===== src/pkg/wdbs_pkg.sv =====
// Shared constants and types for the watchdog and bridge state block.
// Assumes a single 40 MHz system clock and byte-wide register accesses.
package wdbs_pkg;

  // Register addresses on the byte register port
  localparam logic [7:0] ADDR_CTRL   = 8'h08;  // Pin, pump and watchdog control
  localparam logic [7:0] ADDR_BRIDGE = 8'h09;  // Bridge 1 to 4 output state

  // Reset values and masks
  localparam logic [7:0] CTRL_RESET   = 8'h02;  // Long window selected
  localparam logic [7:0] BRIDGE_RESET = 8'h00;  // All bridges high impedance
  localparam logic [7:0] CTRL_MASK    = 8'h7f;  // Top bit is not held here
  localparam logic [7:0] READ_IDLE    = 8'h00;  // Unmapped address reads

  // Control register bit positions
  localparam int unsigned BIT_PIN_SEL = 6;  // Shared pin function
  localparam int unsigned BIT_PUMP_LO = 4;  // Pump mode, two bits
  localparam int unsigned BIT_WATCHDOG_ENABLE   = 3;  // Watchdog enable
  localparam int unsigned BIT_WD_MODE = 2;  // Watchdog fault mode
  localparam int unsigned BIT_WATCHDOG_WINDOW  = 1;  // Watchdog window
  localparam int unsigned BIT_WATCHDOG_RESTART  = 0;  // Watchdog restart toggle

  // Bridge geometry
  localparam int unsigned BRIDGES = 4;  // Bridges in this register
  localparam int unsigned FIELD_W = 2;  // Width of each state field

  // Pump mode codes
  localparam logic [1:0] PUMP_AUTO    = 2'h0;
  localparam logic [1:0] PUMP_DOUBLER = 2'h1;
  localparam logic [1:0] PUMP_TRIPLER = 2'h2;

  // Bridge state codes
  localparam logic [1:0] BR_HIZ  = 2'h0;  // Both gates pulled down
  localparam logic [1:0] BR_LOW  = 2'h1;  // Low side on
  localparam logic [1:0] BR_HIGH = 2'h2;  // High side on
  localparam logic [1:0] BR_PWM  = 2'h3;  // Follow mapped PWM input

  // Watchdog window times in ms and their cycle counts
  localparam int unsigned CLK_KHZ        = 40000;
  localparam int unsigned WD_SHORT_MIN_MS = 4;
  localparam int unsigned WD_SHORT_MAX_MS = 40;
  localparam int unsigned WD_LONG_MIN_MS  = 10;
  localparam int unsigned WD_LONG_MAX_MS  = 100;
  localparam int unsigned WD_SHORT_MIN_CYC = WD_SHORT_MIN_MS * CLK_KHZ;  // Least: exact
  localparam int unsigned WD_SHORT_MAX_CYC = WD_SHORT_MAX_MS * CLK_KHZ;  // Longest: exact
  localparam int unsigned WD_LONG_MIN_CYC  = WD_LONG_MIN_MS * CLK_KHZ;
  localparam int unsigned WD_LONG_MAX_CYC  = WD_LONG_MAX_MS * CLK_KHZ;
  localparam int unsigned WD_CNT_W = 22;  // Holds the longest count

  // Watchdog states, one-hot
  typedef enum logic [1:0] {
    WD_IDLE = 2'h1,
    WD_RUN  = 2'h2
  } wdbs_wd_state_t;

endpackage : wdbs_pkg


===== src/core/wdbs_bridge.sv =====
// One half-bridge gate output stage with registered gate levels.
// Assumes the PWM level is already selected and synchronous to the clock.
`timescale 1ns/1ps
module wdbs_bridge (
  // Clock and reset
  input  wire logic       sys_clk_in,
  input  wire logic       arst_n_in,
  // Control
  input  wire logic [1:0] state_in,       // Bridge state field
  input  wire logic       pwm_in,         // Mapped PWM level
  input  wire logic       side_in,        // 1: PWM drives high side
  input  wire logic       freewheel_in,   // 1: active freewheel
  input  wire logic       force_off_in,   // Global disable
  // Gates, 1 = pullup, 0 = pulldown
  output logic            high_gate_out,
  output logic            low_gate_out
);

  logic pwm_hi;  // PWM gate levels
  logic pwm_lo;
  logic hi_next;
  logic lo_next;

  // PWM on drives the chosen side; off either freewheels actively or floats
  assign pwm_hi = side_in ? pwm_in : (!pwm_in && freewheel_in);
  assign pwm_lo = side_in ? (!pwm_in && freewheel_in) : pwm_in;

  // State decode; disable wins so a fault never leaves a gate up
  always_comb begin
    hi_next = 1'b0;
    lo_next = 1'b0;
    if (!force_off_in) begin
      unique case (state_in)
        wdbs_pkg::BR_HIZ: begin
          hi_next = 1'b0;
          lo_next = 1'b0;
        end
        wdbs_pkg::BR_LOW: begin
          lo_next = 1'b1;
        end
        wdbs_pkg::BR_HIGH: begin
          hi_next = 1'b1;
        end
        wdbs_pkg::BR_PWM: begin
          hi_next = pwm_hi;
          lo_next = pwm_lo;
        end
      endcase
    end
  end

  // Gate registers
  always_ff @(posedge sys_clk_in or negedge arst_n_in) begin
    if (!arst_n_in) begin
      high_gate_out <= 1'b0;
      low_gate_out  <= 1'b0;
    end else begin
      high_gate_out <= hi_next;
      low_gate_out  <= lo_next;
    end
  end
endmodule : wdbs_bridge


===== src/core/wdbs_watchdog.sv =====
// Window watchdog timer: flags toggles that come too early or too late.
// Assumes restart_in is a one-cycle pulse from the register write logic.
`timescale 1ns/1ps
module wdbs_watchdog #(
  parameter int unsigned SHORT_MIN = wdbs_pkg::WD_SHORT_MIN_CYC,
  parameter int unsigned SHORT_MAX = wdbs_pkg::WD_SHORT_MAX_CYC,
  parameter int unsigned LONG_MIN  = wdbs_pkg::WD_LONG_MIN_CYC,
  parameter int unsigned LONG_MAX  = wdbs_pkg::WD_LONG_MAX_CYC
) (
  // Clock and reset
  input  wire logic sys_clk_in,
  input  wire logic arst_n_in,
  // Control
  input  wire logic enable_in,       // Timer runs while high
  input  wire logic window_long_in,  // 1: long window
  input  wire logic restart_in,      // Toggle seen, pulse
  // Event
  output logic      fault_evt_out    // Window violated, pulse
);

  localparam int unsigned W = wdbs_pkg::WD_CNT_W;

  wdbs_pkg::wdbs_wd_state_t state_reg;   // Timer state
  wdbs_pkg::wdbs_wd_state_t state_next;
  logic [W-1:0]             cnt_reg;     // Cycles since restart
  logic [W-1:0]             cnt_next;
  logic [W-1:0]             min_cyc;     // Window bounds
  logic [W-1:0]             max_cyc;
  logic                     running;
  logic                     early;
  logic                     late;

  // Window select
  assign min_cyc = window_long_in ? W'(LONG_MIN) : W'(SHORT_MIN);
  assign max_cyc = window_long_in ? W'(LONG_MAX) : W'(SHORT_MAX);
  assign running = (state_reg == wdbs_pkg::WD_RUN) && enable_in;
  assign early   = running && restart_in && (cnt_reg < min_cyc);
  assign late    = running && !restart_in && (cnt_reg == max_cyc - W'(1));

  // State and count; a late timeout restarts the count for the next window
  always_comb begin
    state_next = state_reg;
    cnt_next   = cnt_reg;
    unique case (state_reg)
      wdbs_pkg::WD_IDLE: begin
        cnt_next = '0;
        if (enable_in) begin
          state_next = wdbs_pkg::WD_RUN;
        end
      end
      wdbs_pkg::WD_RUN: begin
        if (!enable_in) begin
          state_next = wdbs_pkg::WD_IDLE;
          cnt_next   = '0;
        end else if (restart_in || late) begin
          cnt_next = '0;
        end else begin
          cnt_next = cnt_reg + W'(1);
        end
      end
      default: begin  // Illegal code recovers to idle
        state_next = wdbs_pkg::WD_IDLE;
        cnt_next   = '0;
      end
    endcase
  end

  // Registers
  always_ff @(posedge sys_clk_in or negedge arst_n_in) begin
    if (!arst_n_in) begin
      state_reg     <= wdbs_pkg::WD_IDLE;
      cnt_reg       <= '0;
      fault_evt_out <= 1'b0;
    end else begin
      state_reg     <= state_next;
      cnt_reg       <= cnt_next;
      fault_evt_out <= early || late;
    end
  end
endmodule : wdbs_watchdog


===== src/core/wdbs_ctrl.sv =====
// Control register bank: shared pin, charge pump mode, window watchdog,
// and output state of half-bridges 1 to 4.
// Assumes the serial interface decodes frames into single-cycle byte
// register strobes, and that PWM inputs and the shared pin are synchronous.
`timescale 1ns/1ps

// Behaviour
// - Pin select: 0 driver disable, 1 fault output
// - Pump mode: auto, doubler, tripler, reserved
// - Watchdog timer runs only while enabled
// - Mode 0: flag and warning only
// - Mode 1: fault status, pin, drivers off
// - Watchdog fault latched until clear command
// - Window bit: 0 short, 1 long window
// - Inverting restart bit restarts timer, reads back
// - Four bridge fields, bridge 1 on top
// - State 00: both gates pulled down
// - State 01: low gate up, high down
// - State 10: high gate up, low down
// - State 11: gates follow mapped PWM input
// - Clear command clears latched faults, self-returns
module wdbs_ctrl #(
  parameter int unsigned WD_SHORT_MIN = wdbs_pkg::WD_SHORT_MIN_CYC,
  parameter int unsigned WD_SHORT_MAX = wdbs_pkg::WD_SHORT_MAX_CYC,
  parameter int unsigned WD_LONG_MIN  = wdbs_pkg::WD_LONG_MIN_CYC,
  parameter int unsigned WD_LONG_MAX  = wdbs_pkg::WD_LONG_MAX_CYC
) (
  // Clock and reset
  input  wire logic       sys_clk_in,
  input  wire logic       arst_n_in,
  // Byte register port from the serial interface
  input  wire logic [7:0] reg_addr_in,       // Register address
  input  wire logic [7:0] reg_wdata_in,      // Write data
  input  wire logic       reg_wr_in,         // Write strobe, pulse
  input  wire logic       reg_rd_in,         // Read strobe, pulse
  output logic [7:0]      reg_rdata_out,     // Read data, next cycle
  // Clear-faults command
  input  wire logic       clear_faults_in,   // Pulse
  // PWM mapping inputs
  input  wire logic [3:0] pwm_in,            // PWM input pins
  input  wire logic [7:0] bridge_pwm_source_in,  // 2 bits per bridge
  input  wire logic [3:0] bridge_side_select_in, // Bit 3 is bridge 1
  input  wire logic [3:0] bridge_freewheel_in,   // Bit 3 is bridge 1
  // Shared pin, open drain when used as fault output
  input  wire logic       shared_pin_in,     // Pin level, high disables
  output logic            shared_pin_out,    // Driven level
  output logic            shared_pin_oe_out, // High while pulling low
  // Fault reporting
  output logic            fault_pin_n_out,   // Active low fault pin
  output logic            watchdog_fault_flag_out,
  output logic            warning_status_out,
  output logic            fault_status_out,
  output logic            drivers_disabled_out,
  // Charge pump mode
  output logic            pump_auto_out,
  output logic            pump_doubler_out,
  output logic            pump_tripler_out,
  // Gate outputs, bit 3 is bridge 1, 1 = pullup
  output logic [3:0]      high_gate_output_out,
  output logic [3:0]      low_gate_output_out
);

  // Field of one bridge; bridge 1 sits in the top pair of bits
  function automatic logic [1:0] wdbs_field(input logic [7:0] v, input int unsigned b);
    wdbs_field = v[(wdbs_pkg::BRIDGES - 1 - b) * wdbs_pkg::FIELD_W +: wdbs_pkg::FIELD_W];
  endfunction : wdbs_field

  logic [7:0] ctrl_reg;           // Pin, pump, watchdog control
  logic [7:0] ctrl_next;
  logic [7:0] bridge_reg;         // Bridge state fields
  logic [7:0] bridge_next;
  logic       wd_fault_reg;       // Latched watchdog fault
  logic       wd_fault_next;
  logic [7:0] rdata_next;

  logic       wr_ctrl;            // Decoded strobes
  logic       wr_bridge;
  logic       restart_pulse;      // Toggle written
  logic       wd_fault_evt;       // From timer
  logic       pin_sel;            // Decoded control fields
  logic [1:0] pump_mode;
  logic       wd_enable;
  logic       wd_mode;
  logic       wd_window;
  logic       wd_restart;
  logic       fault_reported;     // Fault reaches fault status and pin
  logic       ext_disable;        // Shared pin as disable input
  logic       force_off;          // All gates down
  logic [3:0] hi_gate;            // From bridge stages
  logic [3:0] lo_gate;

  // Address decode and field extraction
  assign wr_ctrl    = reg_wr_in && (reg_addr_in == wdbs_pkg::ADDR_CTRL);
  assign wr_bridge  = reg_wr_in && (reg_addr_in == wdbs_pkg::ADDR_BRIDGE);
  assign pin_sel    = ctrl_reg[wdbs_pkg::BIT_PIN_SEL];
  assign pump_mode  = ctrl_reg[wdbs_pkg::BIT_PUMP_LO +: 2];
  assign wd_enable  = ctrl_reg[wdbs_pkg::BIT_WATCHDOG_ENABLE];
  assign wd_mode    = ctrl_reg[wdbs_pkg::BIT_WD_MODE];
  assign wd_window  = ctrl_reg[wdbs_pkg::BIT_WATCHDOG_WINDOW];
  assign wd_restart = ctrl_reg[wdbs_pkg::BIT_WATCHDOG_RESTART];

  // A write that inverts the stored restart bit is the restart toggle
  assign restart_pulse = wr_ctrl &&
    (reg_wdata_in[wdbs_pkg::BIT_WATCHDOG_RESTART] != wd_restart);

  // Register next values; the restart bit simply stores what was written
  assign ctrl_next   = wr_ctrl ? (reg_wdata_in & wdbs_pkg::CTRL_MASK) : ctrl_reg;
  assign bridge_next = wr_bridge ? reg_wdata_in : bridge_reg;

  // Fault latch: a new event wins over a clear in the same cycle
  assign wd_fault_next = wd_fault_evt ? 1'b1 :
                         clear_faults_in ? 1'b0 : wd_fault_reg;

  // Fault reaction depends on the current mode bit
  assign fault_reported = wd_fault_reg && wd_mode;
  assign ext_disable    = !pin_sel && shared_pin_in;
  assign force_off      = ext_disable || fault_reported;

  // Read mux; unmapped addresses read zero
  assign rdata_next = !reg_rd_in ? reg_rdata_out :
                      (reg_addr_in == wdbs_pkg::ADDR_CTRL)   ? ctrl_reg :
                      (reg_addr_in == wdbs_pkg::ADDR_BRIDGE) ? bridge_reg :
                      wdbs_pkg::READ_IDLE;

  // Open drain: the pin is only ever pulled low, never driven high
  assign shared_pin_out = 1'b0;

  // Control and bridge registers
  always_ff @(posedge sys_clk_in or negedge arst_n_in) begin
    if (!arst_n_in) begin
      ctrl_reg   <= wdbs_pkg::CTRL_RESET;
      bridge_reg <= wdbs_pkg::BRIDGE_RESET;
    end else begin
      ctrl_reg   <= ctrl_next;
      bridge_reg <= bridge_next;
    end
  end

  // Fault latch and read data
  always_ff @(posedge sys_clk_in or negedge arst_n_in) begin
    if (!arst_n_in) begin
      wd_fault_reg  <= 1'b0;
      reg_rdata_out <= wdbs_pkg::READ_IDLE;
    end else begin
      wd_fault_reg  <= wd_fault_next;
      reg_rdata_out <= rdata_next;
    end
  end

  // Fault reporting outputs, one cycle behind the latch
  always_ff @(posedge sys_clk_in or negedge arst_n_in) begin
    if (!arst_n_in) begin
      watchdog_fault_flag_out <= 1'b0;
      warning_status_out      <= 1'b0;
      fault_status_out        <= 1'b0;
      fault_pin_n_out         <= 1'b1;
      shared_pin_oe_out       <= 1'b0;
      drivers_disabled_out    <= 1'b0;
    end else begin
      watchdog_fault_flag_out <= wd_fault_reg;
      warning_status_out      <= wd_fault_reg && !wd_mode;
      fault_status_out        <= fault_reported;
      fault_pin_n_out         <= !fault_reported;
      shared_pin_oe_out       <= pin_sel && fault_reported;
      drivers_disabled_out    <= force_off;
    end
  end

  // Pump mode decode; the reserved code falls back to automatic switching
  always_ff @(posedge sys_clk_in or negedge arst_n_in) begin
    if (!arst_n_in) begin
      pump_auto_out    <= 1'b1;
      pump_doubler_out <= 1'b0;
      pump_tripler_out <= 1'b0;
    end else begin
      pump_doubler_out <= (pump_mode == wdbs_pkg::PUMP_DOUBLER);
      pump_tripler_out <= (pump_mode == wdbs_pkg::PUMP_TRIPLER);
      pump_auto_out    <= (pump_mode != wdbs_pkg::PUMP_DOUBLER) &&
                          (pump_mode != wdbs_pkg::PUMP_TRIPLER);
    end
  end

  // Window watchdog timer
  wdbs_watchdog #(
    .SHORT_MIN (WD_SHORT_MIN),
    .SHORT_MAX (WD_SHORT_MAX),
    .LONG_MIN  (WD_LONG_MIN),
    .LONG_MAX  (WD_LONG_MAX)
  ) u_watchdog (
    .sys_clk_in     (sys_clk_in),
    .arst_n_in      (arst_n_in),
    .enable_in      (wd_enable),
    .window_long_in (wd_window),
    .restart_in     (restart_pulse),
    .fault_evt_out  (wd_fault_evt)
  );

  // One gate stage per bridge; bit 3 of each vector is bridge 1
  for (genvar b = 0; b < wdbs_pkg::BRIDGES; b++) begin : g_bridge
    localparam int unsigned BIT = wdbs_pkg::BRIDGES - 1 - b;
    logic [1:0] src;  // Mapped PWM input index
    assign src = wdbs_field(bridge_pwm_source_in, b);
    wdbs_bridge u_bridge (
      .sys_clk_in    (sys_clk_in),
      .arst_n_in     (arst_n_in),
      .state_in      (wdbs_field(bridge_reg, b)),
      .pwm_in        (pwm_in[src]),
      .side_in       (bridge_side_select_in[BIT]),
      .freewheel_in  (bridge_freewheel_in[BIT]),
      .force_off_in  (force_off),
      .high_gate_out (hi_gate[BIT]),
      .low_gate_out  (lo_gate[BIT])
    );
  end

  assign high_gate_output_out = hi_gate;
  assign low_gate_output_out  = lo_gate;
endmodule : wdbs_ctrl


===== config.mk =====
export PLATFORM = sky130hd
export DESIGN_NAME = wdbs_ctrl
export DESIGN_NICKNAME = d
export VERILOG_FILES = /design/src/pkg/wdbs_pkg.sv /design/src/core/wdbs_bridge.sv /design/src/core/wdbs_watchdog.sv /design/src/core/wdbs_ctrl.sv
export SDC_FILE = /design/constraint.sdc
export NUM_CORES = 1
export LEC_CHECK = 0
export ABC_AREA = 1
export BUFFER_PORTS_ARGS = -buffer_cell sky130_fd_sc_hd__buf_2
export CAP_MARGIN = 20
export CORE_MARGIN = 2
export CORE_UTILIZATION = 55
export CTS_BUF_LIST = sky130_fd_sc_hd__clkbuf_16
export DETAILED_ROUTE_END_ITERATION = 12
export PLACE_DENSITY = 0.79
export SLEW_MARGIN = 5
export SYNTH_ARGS = -nofsm -noshare
export SYNTH_HDL_FRONTEND = slang
export SYNTH_SLANG_ARGS = --single-unit
export TNS_END_PERCENT = 100

===== constraint.sdc =====
create_clock -name sys_clk_in -period 2.3 [get_ports sys_clk_in]
set_input_delay 0.23 -clock sys_clk_in [delete_from_list [all_inputs] [get_ports sys_clk_in]]
set_output_delay 0.23 -clock sys_clk_in [all_outputs]
set_load 0.005 [all_outputs]

==> results of run 1 <==
==> path summary, 6_finish.rpt <==
path	start	endpoint	slack [ps]	cells after the start
max in group asynchronous	arst_n_in	u_watchdog.cnt_reg[9]$_DFF_PN0_	1690	2
hold reg to reg	wd_fault_reg$_DFFE_PN0P_	watchdog_fault_flag_out$_DFF_PN0_	410	0
setup reg to reg	ctrl_reg[1]$_DFFE_PN1P_	u_watchdog.cnt_reg[0]$_DFF_PN0_	360	9
setup / recovery	ctrl_reg[1]$_DFFE_PN1P_	u_watchdog.cnt_reg[0]$_DFF_PN0_	360	9
hold / removal	arst_n_in	g_bridge[0].u_bridge.high_gate_out$_DFF_PN0_	70	2
min in group sys_clk_in	clear_faults_in	wd_fault_reg$_DFFE_PN0P_	70	2
==> routing by layer <==
layer,global-route usage (%),wire length (um),share of wire (%),up-vias
met3,3.79,385,4.9,21
met2,42.5,4150,52,80
met4,12.0,224,2.8,0
met5,0,0,0,-
li1,-,-,-,1574
met1,27.1,3150,40,1494
==> final cells by class <==
type	instances	area (um^2)
well taps	77	96.3
multi-input cells	324	1600
clock inverters	7	70.1
clock buffers	9	225
repair buffers	68	345
fillers	554	2140
flip-flops and latches	66	1660
inverters	58	218
==> per-stage QoR <==
step	cells	util [%]	hold WS, ps	total power, mW
2_1_floorplan	463	-	-65.6	1.62
3_3_place_gp	593	61.7	384	1.70
3_5_place_dp	593	61.7	392	1.72
4_1_cts	609	66.3	67.4	3.07
5_1_grt	609	66.3	81.1	3.18
6_report	609	66.3	72.4	3.04
==> logic make-up (layout without fill, tap and decap cells) <==
family | Yosys count | after routing | share of synthesized area [%]
DFF | 66 | 66 | 46.1
other | 1 | 1 | 0.104
AOI/OAI and AO/OA | 42 | 42 | 5.92
xor gates and xnor gates | 12 | 12 | 2.92
and+or+nand+nor | 260 | 260 | 32.4
adders and majority gates | 9 | 9 | 3.13
buffers and inverters | 73 | 142 | 9.40
==> report_power, final <==
group	internal, mW	switching [mW]	total, mW
clock network	0.833	0.507	1.34
registers	1.25	0.0526	1.30
logic	0.138	0.258	0.397
==> worst register-to-register path: cells and delay by family, from the launching register on <==
family | cells | cell delay [ps]
adder cells (fa/ha/maj) | 1 | 300
buffers and inverters | 2 | 160
flip-flops | 1 | 600
AND/OR/NAND/NOR | 6 | 750
==> cells in the mapped netlist, types with 4 or more instances <==
cell,number
sky130_fd_sc_hd__nand2_1,126
sky130_fd_sc_hd__dfrtp_1,62
sky130_fd_sc_hd__inv_1,56
sky130_fd_sc_hd__nor2_1,55
sky130_fd_sc_hd__nand3_1,45
sky130_fd_sc_hd__a21oi_1,22
sky130_fd_sc_hd__o21ai_0,19
sky130_fd_sc_hd__nor2_2,13
sky130_fd_sc_hd__buf_4,10
sky130_fd_sc_hd__ha_1,9
sky130_fd_sc_hd__xnor2_1,6
sky130_fd_sc_hd__xor2_1,6
sky130_fd_sc_hd__nand4_1,5
sky130_fd_sc_hd__nor2_4,5
sky130_fd_sc_hd__dfstp_2,4
sky130_fd_sc_hd__nand2_2,4
==> implementation parameters, run 1 <==
Parameter                              Value

Timing
  Fin Clk Skew ... ~4.2 ps
  Share of the clock period used by the worst path ... between 80% and 90%
  Slack of the critical path ... 359 ps
  Measured slew at the worst slew-check pin ... just over 800 ps
  Number of hold violations in the final report ... 0
  Final number of setup-violating endpoints ... 0
  Setup repair after global routing missed its margin ... no
  F_max ... slightly above 500 MHz
  Max transition margin ... approximately 46%
  Max-slew violation count ... 0
  Total Neg Setup Slack ... 0 ps
  Time the final worst path needs with I/O delays and setup ... ~1900 ps

Finish
  Ratio of cells with drive above 1 in the final layout ... about 22%
  Cell area after layout ... ~0.0042 mm^2
  Most common cell after layout, fill and taps aside ... sky130_fd_sc_hd__nand2_1
  Number of flip-flops in the largest register ... 22
  Number of antenna cells inserted ... 0
  Commonest non-fill, non-tap cells in the layout ... 126 x sky130_fd_sc_hd__nand2_1, 66 x sky130_fd_sc_hd__buf_2, 62 x sky130_fd_sc_hd__dfrtp_1
  Number of nets in the layout ... 578
  Area growth from synthesis to layout ... 17.2%

Setup path
  CP Max Fanout ... 22
  Cell at the slowest stage of the critical path ... sky130_fd_sc_hd__dfstp_2
  Worst-path cell chain ... inv_1, ha_1, inv_1, nor2_1, nand3_1, nor2_1, nand2_2, nand3_4, nor2_1
  Family with the most delay on the worst path ... simple AND/OR/NAND/NOR gates
  Data required time of the worst path ... between 2000 and 3000 ps
  Arrival time at the worst endpoint ... around 2200 ps
  Category of the worst setup path capture point ... flip-flop
  Max stage delay on crit path ... 600 ps
  Critical path launch point type ... flip-flop
  Most frequent cell on the critical path ... sky130_fd_sc_hd__nor2_1
  Number of buffer and inverter instances along the worst setup path ... 2
  Critical path start-end classification ... flip-flop to flip-flop

Logic synthesis
  Synthesized area ... approximately 0.0036 mm^2
  Proportion of synthesized flip-flops having asynchronous set or reset ... 100%
  Count of different cell masters after synthesis ... 30
  Most frequently used flop master after synthesis ... sky130_fd_sc_hd__dfrtp_1
  Top cells by area, synth ... sky130_fd_sc_hd__dfrtp_1 43%, sky130_fd_sc_hd__nand2_1 13%, sky130_fd_sc_hd__nand3_1 6.3%, sky130_fd_sc_hd__inv_1 5.8%, sky130_fd_sc_hd__nor2_1 5.7%
  Number of synthesized flops with an enable pin ... 0
  Fraction of the yosys area taken by sequential cells ... ~46%
  Average cell area after synthesis ... just under 8 um^2
  Register bit count reported by yosys ... between 60 and 70
  Yosys top cell by area ... sky130_fd_sc_hd__dfrtp_1
  Synthesized net count ... approximately 500
  Gate Count Post-Synth ... 463
  Share of the synthesized area in the top cell type ... a little over two fifths
  Synth warnings ... 0

Clocking
  Resized Gates After CTS ... 0
  Number of hold buffers added after CTS ... 0
  CTS sink cnt ... 66
  CTS root buf ... sky130_fd_sc_hd__clkbuf_16
  Clock latency reported for the late side of the worst-skew pair ... around 330 ps
  Clock slew at reported path FFs ... about 50 ps
  Number of buffers inserted to repair setup after CTS ... 0
  TritonCTS buffer count ... 9
  TritonCTS clock tree ... done
  H-Tree Level Count ... 3
  CTS max path bufs ... 2

Floorplan
  Width of the chip ... about 85 um
  Initial cell density of the core ... between 50% and 60%
  Core ar. ... roughly 0.0063 mm^2
  Total Die Area ... just over 0.007 mm^2
  Io pins ... 68
  Vert. Die Dim ... 84.8 um
  Site row count ... 29

GRT
  Number of global-route vias before repair ... between 3000 and 4000
  Total gr overflow ... 0
  First-pass GRT wire length ... around 13 mm
  Number of antenna violations at the first check in global routing ... 0
  Total routing usage reported by global routing ... between 20% and 30%
  Maximum number of pins on one net before global-route repair ... between 60 and 70

Power
  Peak ir drop on the vdd network ... 518 uV
  Total power per unit cell area ... 722 mW/mm^2
  Leakage power total ... between 2 and 2.5 nW

Place
  Worst-case setup slack after placement ... 368 ps
  Routability congestion estimate from global placement ... between 0.8 and 0.9
  Dpl hpwl ... ~5.8 mm
  Placed cell area ... approximately 0.004 mm^2
  IO buf count ... 66

Route
  Antenna Nets Post-Route ... 0
  Number of iterations in the first detailed-routing pass ... 5
  Initial drt markers ... ~150
  DR DRC count ... 0
  Total wire length after detailed routing ... about 7.9 mm
  Via density per instance ... 5.20
  Total via count after detailed routing ... between 3000 and 4000
  Wirelength per Cell ... about 13 um

Min path
  Hold WC Path Type ... primary input to asynchronous set/reset pin

Outcome
  Outcome ... finished clean

Run
  Maxcap violations ... 0
Note: power is estimated with default switching activity, not from simulation.
==> inputs of run 2 (changes only) <==
ABC_AREA = 0   (was 1)
CORE_UTILIZATION = 54   (was 55)
clock period = 1.8 ns   (was 2.3 ns; I/O delays follow)
==> run 2 against run 1 <==
  * Critical path depth is 2 lower
  * Synthesized area is 9.4% lower
  * Sequential cell count stayed put
  * The flow now finishes with violations (setup timing)
  * Final cell count is 24% lower
  * Count of clock-buffer cells in the layout stayed put
  * Total power is 13% higher
  * Via count is 19% lower
  * Largest cell class unchanged
  * Synthesized cell count is 36% lower
  * Combinational power is 35% lower
  * Clock power is 22% higher
  * Sequential power is 20% higher
  * Non-clock buffer count is 27 higher
==> implementation parameters, run 2 <==
Parameter                              Value

Clocking
  H-Tree Level Count ... 3 (unchanged)
  Clock latency reported for the late side of the worst-skew pair ... 320 ps (about the same)
  CTS root buf ... sky130_fd_sc_hd__clkbuf_16
  TritonCTS buffer count ... 9 (unchanged)
  TritonCTS clock tree ... done
  CTS sink cnt ... 66 (unchanged)
  Clock slew at reported path FFs ... 50 ps (about the same)
  CTS max path bufs ... 2 (unchanged)

Logic synthesis
  Compound-gate portion of the synthesized area ... 7.88% (+2.0 points)
  Fraction of the yosys area taken by sequential cells ... 50.9% (+4.8 points)
  Largest family of logic cells by synthesized area ... simple AND/OR/NAND/NOR gates
  Yosys top cell by area ... sky130_fd_sc_hd__dfrtp_1
  Number of synthesized flops with an enable pin ... 0 (unchanged)
  Gate Count Post-Synth ... 295 (-36%)
  Register bit count reported by yosys ... 66 (unchanged)
  Average cell area after synthesis ... 11.0 um^2 (+42%)
  Synthesized area ... 0.00325 mm^2 (-9.4%)
  Top cells by instance count after synthesis ... 62 x sky130_fd_sc_hd__dfrtp_1, 33 x sky130_fd_sc_hd__nor2_1, 22 x sky130_fd_sc_hd__nand2_1
  Synth warnings ... 0 (unchanged)
  Proportion of synthesized flip-flops having asynchronous set or reset ... 100% (unchanged)
  Most frequent cell after synthesis ... sky130_fd_sc_hd__dfrtp_1
  Count of different cell masters after synthesis ... 46 (+53%)
  Synthesized net count ... 346 (-33%)
  Share of synthesized area spent on multiplexers ... 9.34% (+9.3 points)
  Xor/xnor cell area share of the yosys netlist ... 5.65% (+2.7 points)
  Simple-gate share of the synthesized area ... 17.4% (-15 points)
  Most frequently used flop master after synthesis ... sky130_fd_sc_hd__dfrtp_1
  Top cells by area, synth ... sky130_fd_sc_hd__dfrtp_1 48%, sky130_fd_sc_hd__mux2_2 6.6%, sky130_fd_sc_hd__nor2_1 3.8%, sky130_fd_sc_hd__ha_1 3.5%, sky130_fd_sc_hd__a21oi_1 3.2%
  Adder-cell share of the synthesized area ... 3.46% (+0.33 points)
  Share of the synthesized area in the top cell type ... 47.7% (+4.5 points)

Run
  Maxcap violations ... 0 (unchanged)

Setup path
  Data required time of the worst path ... 2000 ps (-500 ps)
  Startpoint of the most critical setup path ... ctrl_reg[1]$_DFFE_PN1P_
  Reg-to-Reg Start ... ctrl_reg[1]$_DFFE_PN1P_
  Critical path start-end classification ... flip-flop to flip-flop
  Worst reg2reg path depth ... 7 (-2)
  Category of the worst setup path capture point ... flip-flop
  Critical path launch point type ... flip-flop
  Slack of the worst reg-to-reg path ... -220 ps (-580 ps)
  CP Max Fanout ... 10 (-55%)
  Critical register-to-register path endpoint ... u_watchdog.cnt_reg[15]$_DFF_PN0_
  Arrival time at the worst endpoint ... 2220 ps (+70 ps)

Floorplan
  Vert. Die Dim ... 81.6 um (-3.8%)
  Total Die Area ... 0.00666 mm^2 (-7.4%)
  Initial cell density of the core ... 55.3% (-1.3 points)
  Site row count ... 28 (-3.4%)
  Width of the chip ... 81.6 um (-3.8%)
  Core ar. ... 0.00589 mm^2 (-7.3%)
  Io pins ... 68 (unchanged)

Finish
  Number of nets in the layout ... 437 (-24%)
  Area growth from synthesis to layout ... 28.6%
  Commonest non-fill, non-tap cells in the layout ... 66 x sky130_fd_sc_hd__buf_2, 62 x sky130_fd_sc_hd__dfrtp_1, 26 x sky130_fd_sc_hd__nor2_1
  Post-route non-filler standard cell count ... 465 (-24%)
  Footprint of the multi-input gates ... 0.00153 mm^2 (-4.1%)
  Number of antenna cells inserted ... 0 (unchanged)
  Most common cell after layout, fill and taps aside ... sky130_fd_sc_hd__buf_2
  Cell area after layout ... 0.00418 mm^2 (-0.62%)
  Number of flip-flops in the largest register ... 22 (unchanged)
  Register area ... 0.00166 mm^2 (unchanged)
  Number of fillers in the final layout ... 437 (-21%)
  Final core occ ... 71.1% (+4.8 points)
  Ratio of cells with drive above 1 in the final layout ... 41.0% (+19 points)

Route
  Wirelength per Cell ... 16.0 um (+23%)
  Total via count after detailed routing ... 2561 (-19%)
  Via density per instance ... 5.51 (+5.8%)
  Number of iterations in the first detailed-routing pass ... 4 (-1)
  Antenna Nets Post-Route ... 0 (unchanged)
  Initial drt markers ... 137 (-7.4%)
  DR DRC count ... 0 (unchanged)
  Total wire length after detailed routing ... 7.42 mm (-6.1%)

Timing
  Measured slew at the worst slew-check pin ... 502 ps (-310 ps)
  Final number of setup-violating endpoints ... 20 (+20)
  Max-slew violation count ... 0 (unchanged)
  Setup repair after global routing missed its margin ... yes
  F_max ... 496 MHz (-3.7%)
  Share of the clock period used by the worst path ... 112% (+28 points)
  Worst hold margin ... 97.5 ps (+25.1 ps)
  Max transition margin ... 66.5% (+21 points)
  Number of hold violations in the final report ... 0 (unchanged)
  Fin Clk Skew ... 8.48 ps (+4.32 ps)
  Time the final worst path needs with I/O delays and setup ... 2020 ps (+75.6 ps)
  Slack of the critical path ... -217 ps (-576 ps)

GRT
  Gr busiest metal ... met2
  Met1 capacity usage during global routing ... 28.2% (+1.1 points)
  Number of antenna violations at the first check in global routing ... 0 (unchanged)
  Number of global-route vias before repair ... 2521 (-19%)
  Total gr overflow ... 0 (unchanged)
  Total routing usage reported by global routing ... 23.9% (+0.33 points)
  Maximum number of pins on one net before global-route repair ... 46 (-31%)
  Met2 Use GR ... 41.7% (-0.80 points)
  Global-route track usage on met3 ... 5.16% (+1.4 points)
  First-pass GRT wire length ... 11.7 mm (-13%)

Power
  Leakage power total ... 1.95 nW (-8.8%)
  Net switching power of the design ... 0.748 mW (-8.4%)
  Peak ir drop on the vdd network ... 569 uV (+10%)
  Share of total power in sequential cells ... 45.2% (+2.3 points)
  Part of the power in combinational logic ... 7.5% (-5.6 points)
  Cell Int Power ... 2.70 mW (+22%)
  Clock Power Share ... 47.3% (+3.2 points)
  Total power per unit cell area ... 824 mW/mm^2 (+14%)
  Switching share of total power ... 21.7% (-5.2 points)

Min path
  Hold WC Path Type ... primary input to flip-flop
  Depth of the worst hold-timing path ... 3
  Worst Hold End ... drivers_disabled_out$_DFF_PN0_
  Hold Path Origin ... shared_pin_in

Outcome
  Violations in the final reports ... setup timing
  Outcome ... finished, violations left

Place
  IO buf count ... 66 (unchanged)
  Placed cell area ... 0.00376 mm^2 (-3.9%)
  Worst-case setup slack after placement ... -205 ps (-573 ps)
  Dpl hpwl ... 5.29 mm (-8.8%)
  Routability congestion estimate from global placement ... 0.849 (-1.7%)
  Number of cells after detailed placement ... 447 (-25%)
[run 2: changes by cell type after synthesis, sizes merged, moves of 4 or more]
| cell | previous run | this run |
|---|---|---|
| nand2 | 131 | 23 |
| inv | 58 | 13 |
| nor2 | 73 | 34 |
| nand3 | 47 | 15 |
| mux2 | 0 | 19 |
| o21ai | 19 | 4 |
| a22oi | 0 | 7 |
| nor4 | 0 | 6 |
| xor2 | 6 | 12 |
| nor3b | 0 | 5 |
| mux4 | 0 | 4 |
[run 2: worst max-delay path, cell delays in order, from the launching register on]
cell and delay, ps:
sky130_fd_sc_hd__dfstp_2 610, sky130_fd_sc_hd__ha_4 170, sky130_fd_sc_hd__nand2_2 50, sky130_fd_sc_hd__or4_4 470, sky130_fd_sc_hd__a211oi_2 180, sky130_fd_sc_hd__a21o_1 190
sky130_fd_sc_hd__buf_6 150, sky130_fd_sc_hd__nor2_1 60
[run 2: cell families (layout without fill, tap and decap cells)]
kind of cell               Yosys count  count (layout)
buffers and inverters               28             123
xor gates and xnor gates            21              21
other                                1               1
AOI/OAI and AO/OA                   40              40
adders and majority gates            9               9
DFF                                 66              66
muxes                               23              23
and+or+nand+nor                    107             107
[run 2: how the worst max path moves through the flow]
stage,end,depth (start not counted)
after floorplan,u_watchdog.cnt_reg[15]$_DFF_PN0_,8
after global placement,u_watchdog.fault_evt_out$_DFF_PN0_,7
after detailed placement,u_watchdog.fault_evt_out$_DFF_PN0_,7
after CTS,u_watchdog.cnt_reg[3]$_DFF_PN0_,7
after global routing,u_watchdog.cnt_reg[15]$_DFF_PN0_,7
final,u_watchdog.cnt_reg[15]$_DFF_PN0_,7
[run 2: power groups by stage]
stage | Clock, mW | Sequential, mW | Combinational, mW
global placement | 0 | 1.58 | 0.237
global route | 1.73 | 1.56 | 0.288
CTS | 1.66 | 1.56 | 0.260
finish | 1.63 | 1.56 | 0.259
detailed placement | 0 | 1.58 | 0.247
floorplan | 0 | 1.58 | 0.109
[run 2: timing repair]
item,CTS,global route
setup buffers,1,1
pin swaps,3,3
hold buffers,1,0
gates resized for setup,15,9
setup endpoints to repair,20,20
endpoints found under the hold margin,19,0
[run 2: through the flow]
stage	total power, mW	TNS, ps
6_report	3.45	-3730
4_1_cts	3.48	-3220
5_1_grt	3.58	-4740
3_3_place_gp	1.81	-1950
3_5_place_dp	1.83	-2900
2_1_floorplan	1.69	-2350
[run 2: area by class of cell]
class / count / area share [%]
Sequential cell: 66 / 39.6
Multi-Input combinational cell: 201 / 36.6
Timing Repair Buffer: 95 / 13.7
Clock buffer: 9 / 5.38
Tap cell: 75 / 2.24
Clock inverter: 6 / 1.26
Inverter: 13 / 1.17
[run 2: routing by layer]
metal  share of wire, %  routed length (um)
met1                 40                2980
met2                 53                3970
met3                4.6                 341
met4                1.8                 130
met5                  0                   0
==> inputs of run 3 (changes only) <==
clock period = 2.2 ns   (was 1.8 ns; I/O delays follow)
==> run 3 against run 2 <==
  * The run now ends clean
  * Total power down 15%
  * Critical endpoint is now u_watchdog.fault_evt_out$_DFF_PN0_
  * Highest routed layer unchanged
  * Worst setup slack gained 330 ps
  * Final cell count fell by 4.1%
  * Maximum frequency fell by 3.5%
  * Sequential share of layout area grew 2.4 points
  * Largest power group unchanged
  * Die area stayed put
  * Clock power shrank 9%
  * Register-to-register slack better by 330 ps
  * Clock skew fell by 1.7 ps
==> implementation parameters, run 3 (synthesis results as in run 2) <==
Parameter                              Value

Clocking
  CTS root buf ... sky130_fd_sc_hd__clkbuf_16
  CTS sink cnt ... 66 (unchanged)
  Resized Gates After CTS ... 0 (-15)
  H-Tree Level Count ... 3 (unchanged)
  Clock latency reported for the late side of the worst-skew pair ... 330 ps (about the same)
  CTS max path bufs ... 2 (unchanged)
  Clock slew at reported path FFs ... 50 ps (about the same)
  TritonCTS buffer count ... 9 (unchanged)
  TritonCTS clock tree ... done

Timing
  Number of hold violations in the final report ... 0 (unchanged)
  Fin Clk Skew ... 6.75 ps (-1.74 ps)
  Measured slew at the worst slew-check pin ... 506 ps (+3.12 ps)
  Max transition margin ... 66.0% (-0.52 points)
  Slack of the critical path ... 110 ps (+327 ps)
  Time the final worst path needs with I/O delays and setup ... 2090 ps (+72.9 ps)
  Setup repair after global routing missed its margin ... no
  Total Neg Setup Slack ... 0 ps (+3730 ps)
  Share of the clock period used by the worst path ... 95.0% (-17 points)
  F_max ... 478 MHz (-3.5%)
  Max-slew violation count ... 0 (unchanged)
  Final number of setup-violating endpoints ... 0 (-100%)

Finish
  Number of nets in the layout ... 417 (-4.6%)
  Cell area after layout ... 0.00395 mm^2 (-5.7%)
  Number of antenna cells inserted ... 0 (unchanged)
  Most common cell after layout, fill and taps aside ... sky130_fd_sc_hd__buf_2
  Ratio of cells with drive above 1 in the final layout ... 33.7% (-7.3 points)
  Commonest non-fill, non-tap cells in the layout ... 66 x sky130_fd_sc_hd__buf_2, 62 x sky130_fd_sc_hd__dfrtp_1, 33 x sky130_fd_sc_hd__nor2_1
  Area growth from synthesis to layout ... 21.3%
  Number of flip-flops in the largest register ... 22 (unchanged)

Place
  Routability congestion estimate from global placement ... 0.879 (+3.6%)
  IO buf count ... 66 (unchanged)
  Placed cell area ... 0.00362 mm^2 (-3.8%)
  Dpl hpwl ... 4.75 mm (-10%)
  Worst-case setup slack after placement ... 116 ps (+321 ps)

Setup path
  Arrival time at the worst endpoint ... 2330 ps (+110 ps)
  Critical path launch point type ... flip-flop
  Critical path start-end classification ... flip-flop to flip-flop
  CP Max Fanout ... 7 (-3)
  Category of the worst setup path capture point ... flip-flop
  Data required time of the worst path ... 2440 ps (+440 ps)

Route
  Initial drt markers ... 134 (-2.2%)
  DR DRC count ... 0 (unchanged)
  Wirelength per Cell ... 15.0 um (-6.2%)
  Total via count after detailed routing ... 2428 (-5.2%)
  Number of iterations in the first detailed-routing pass ... 6 (+2)
  Via density per instance ... 5.44 (-1.2%)
  Antenna Nets Post-Route ... 0 (unchanged)
  Total wire length after detailed routing ... 6.68 mm (-10%)

GRT
  Total gr overflow ... 0 (unchanged)
  Number of global-route vias before repair ... 2343 (-7.1%)
  Total routing usage reported by global routing ... 21.7% (-2.3 points)
  First-pass GRT wire length ... 10.8 mm (-7.7%)
  Number of antenna violations at the first check in global routing ... 0 (unchanged)
  Maximum number of pins on one net before global-route repair ... 25 (-46%)

Floorplan
  Width of the chip ... 81.6 um (unchanged)
  Total Die Area ... 0.00666 mm^2 (unchanged)
  Core ar. ... 0.00589 mm^2 (unchanged)
  Vert. Die Dim ... 81.6 um (unchanged)
  Site row count ... 28 (unchanged)
  Initial cell density of the core ... 55.3% (unchanged)
  Io pins ... 68 (unchanged)

Power
  Leakage power total ... 1.86 nW (-4.8%)
  Total power draw ... 2.94 mW (-15%)
  Total power per unit cell area ... 745 mW/mm^2 (-9.5%)
  Peak ir drop on the vdd network ... 484 uV (-15%)

Outcome
  Outcome ... finished clean

Min path
  Hold WC Path Type ... primary input to flip-flop

Run
  Maxcap violations ... 0 (unchanged)
==> run 3: cell count changes in the layout (fill, tap and decap cells not counted), moves of 2 or more <==
| cell | before | now |
|---|---|---|
| sky130_fd_sc_hd__buf_4 | 24 | 7 |
| sky130_fd_sc_hd__nor2_1 | 26 | 33 |
| sky130_fd_sc_hd__nor2_2 | 7 | 0 |
| sky130_fd_sc_hd__ha_1 | 4 | 9 |
| sky130_fd_sc_hd__ha_4 | 5 | 0 |
| sky130_fd_sc_hd__buf_6 | 3 | 0 |
| sky130_fd_sc_hd__o21ai_0 | 2 | 4 |
| sky130_fd_sc_hd__o21ai_1 | 2 | 0 |
==> run 3: per-layer routing <==
| metal | part of all wire, % | vias up | GRT usage [%] |
|---|---|---|---|
| met5 | 0 | - | 0 |
| met4 | 1.1 | 0 | 8.00 |
| met2 | 51 | 64 | 36.2 |
| li1 | - | 1172 | - |
| met3 | 5.2 | 8 | 5.71 |
| met1 | 43 | 1184 | 27.2 |
==> run 3: worst paths after layout <==
path,depth (start not counted),endpoint,start,slack [ps]
min in group asynchronous,2,drivers_disabled_out$_DFF_PN0_,arst_n_in,380
min reg2reg,0,watchdog_fault_flag_out$_DFF_PN0_,wd_fault_reg$_DFFE_PN0P_,420
max in group asynchronous,3,u_watchdog.state_reg[0]$_DFFE_PN1P_,arst_n_in,1100
max,7,u_watchdog.fault_evt_out$_DFF_PN0_,ctrl_reg[1]$_DFFE_PN1P_,110
max reg2reg,7,u_watchdog.fault_evt_out$_DFF_PN0_,ctrl_reg[1]$_DFFE_PN1P_,110
min,2,bridge_reg[7]$_DFFE_PN0P_,reg_wdata_in[7],140
==> run 3: layout make-up <==
cell class                 count  area, um^2
clock buffer                   9         225
sequential                    66        1660
inverter                      13        48.8
timing repair buffer          75         413
multi-input combinational    201        1430
clock inverter                 7        83.8
fill                         463        1940
tap                           75        93.8
==> run 3: report_power, final <==
part | internal, mW | leakage (nW) | switching [mW] | total [mW]
Clock | 0.977 | 0.148 | 0.499 | 1.48
Combinational | 0.0931 | 0.819 | 0.101 | 0.194
Sequential | 1.25 | 0.892 | 0.0234 | 1.27
==> run 3: repair_timing <==
item	CTS	global route
buffers inserted	0	1
hold endpoints to repair	18	0
hold buffers	1	0
setup endpoints to repair	0	19
==> run 3: worst max-delay path, stage by stage, from the launching register on <==
cell	delay [ps]
sky130_fd_sc_hd__dfstp_2	580
sky130_fd_sc_hd__inv_1	90
sky130_fd_sc_hd__ha_1	300
sky130_fd_sc_hd__a211o_2	340
sky130_fd_sc_hd__a31oi_1	150
sky130_fd_sc_hd__o21ai_0	120
sky130_fd_sc_hd__a311o_1	340
sky130_fd_sc_hd__o21ai_0	70
==> run 3: metrics by stage <==
stage / instances / hold WS (ps) / utilization, %
5_1_grt: 446 / 137 / 67.1
3_3_place_gp: 428 / 191 / 61.5
2_1_floorplan: 295 / -75.6 / -
3_5_place_dp: 428 / 192 / 61.5
4_1_cts: 445 / 137 / 66.9
6_report: 446 / 138 / 67.1
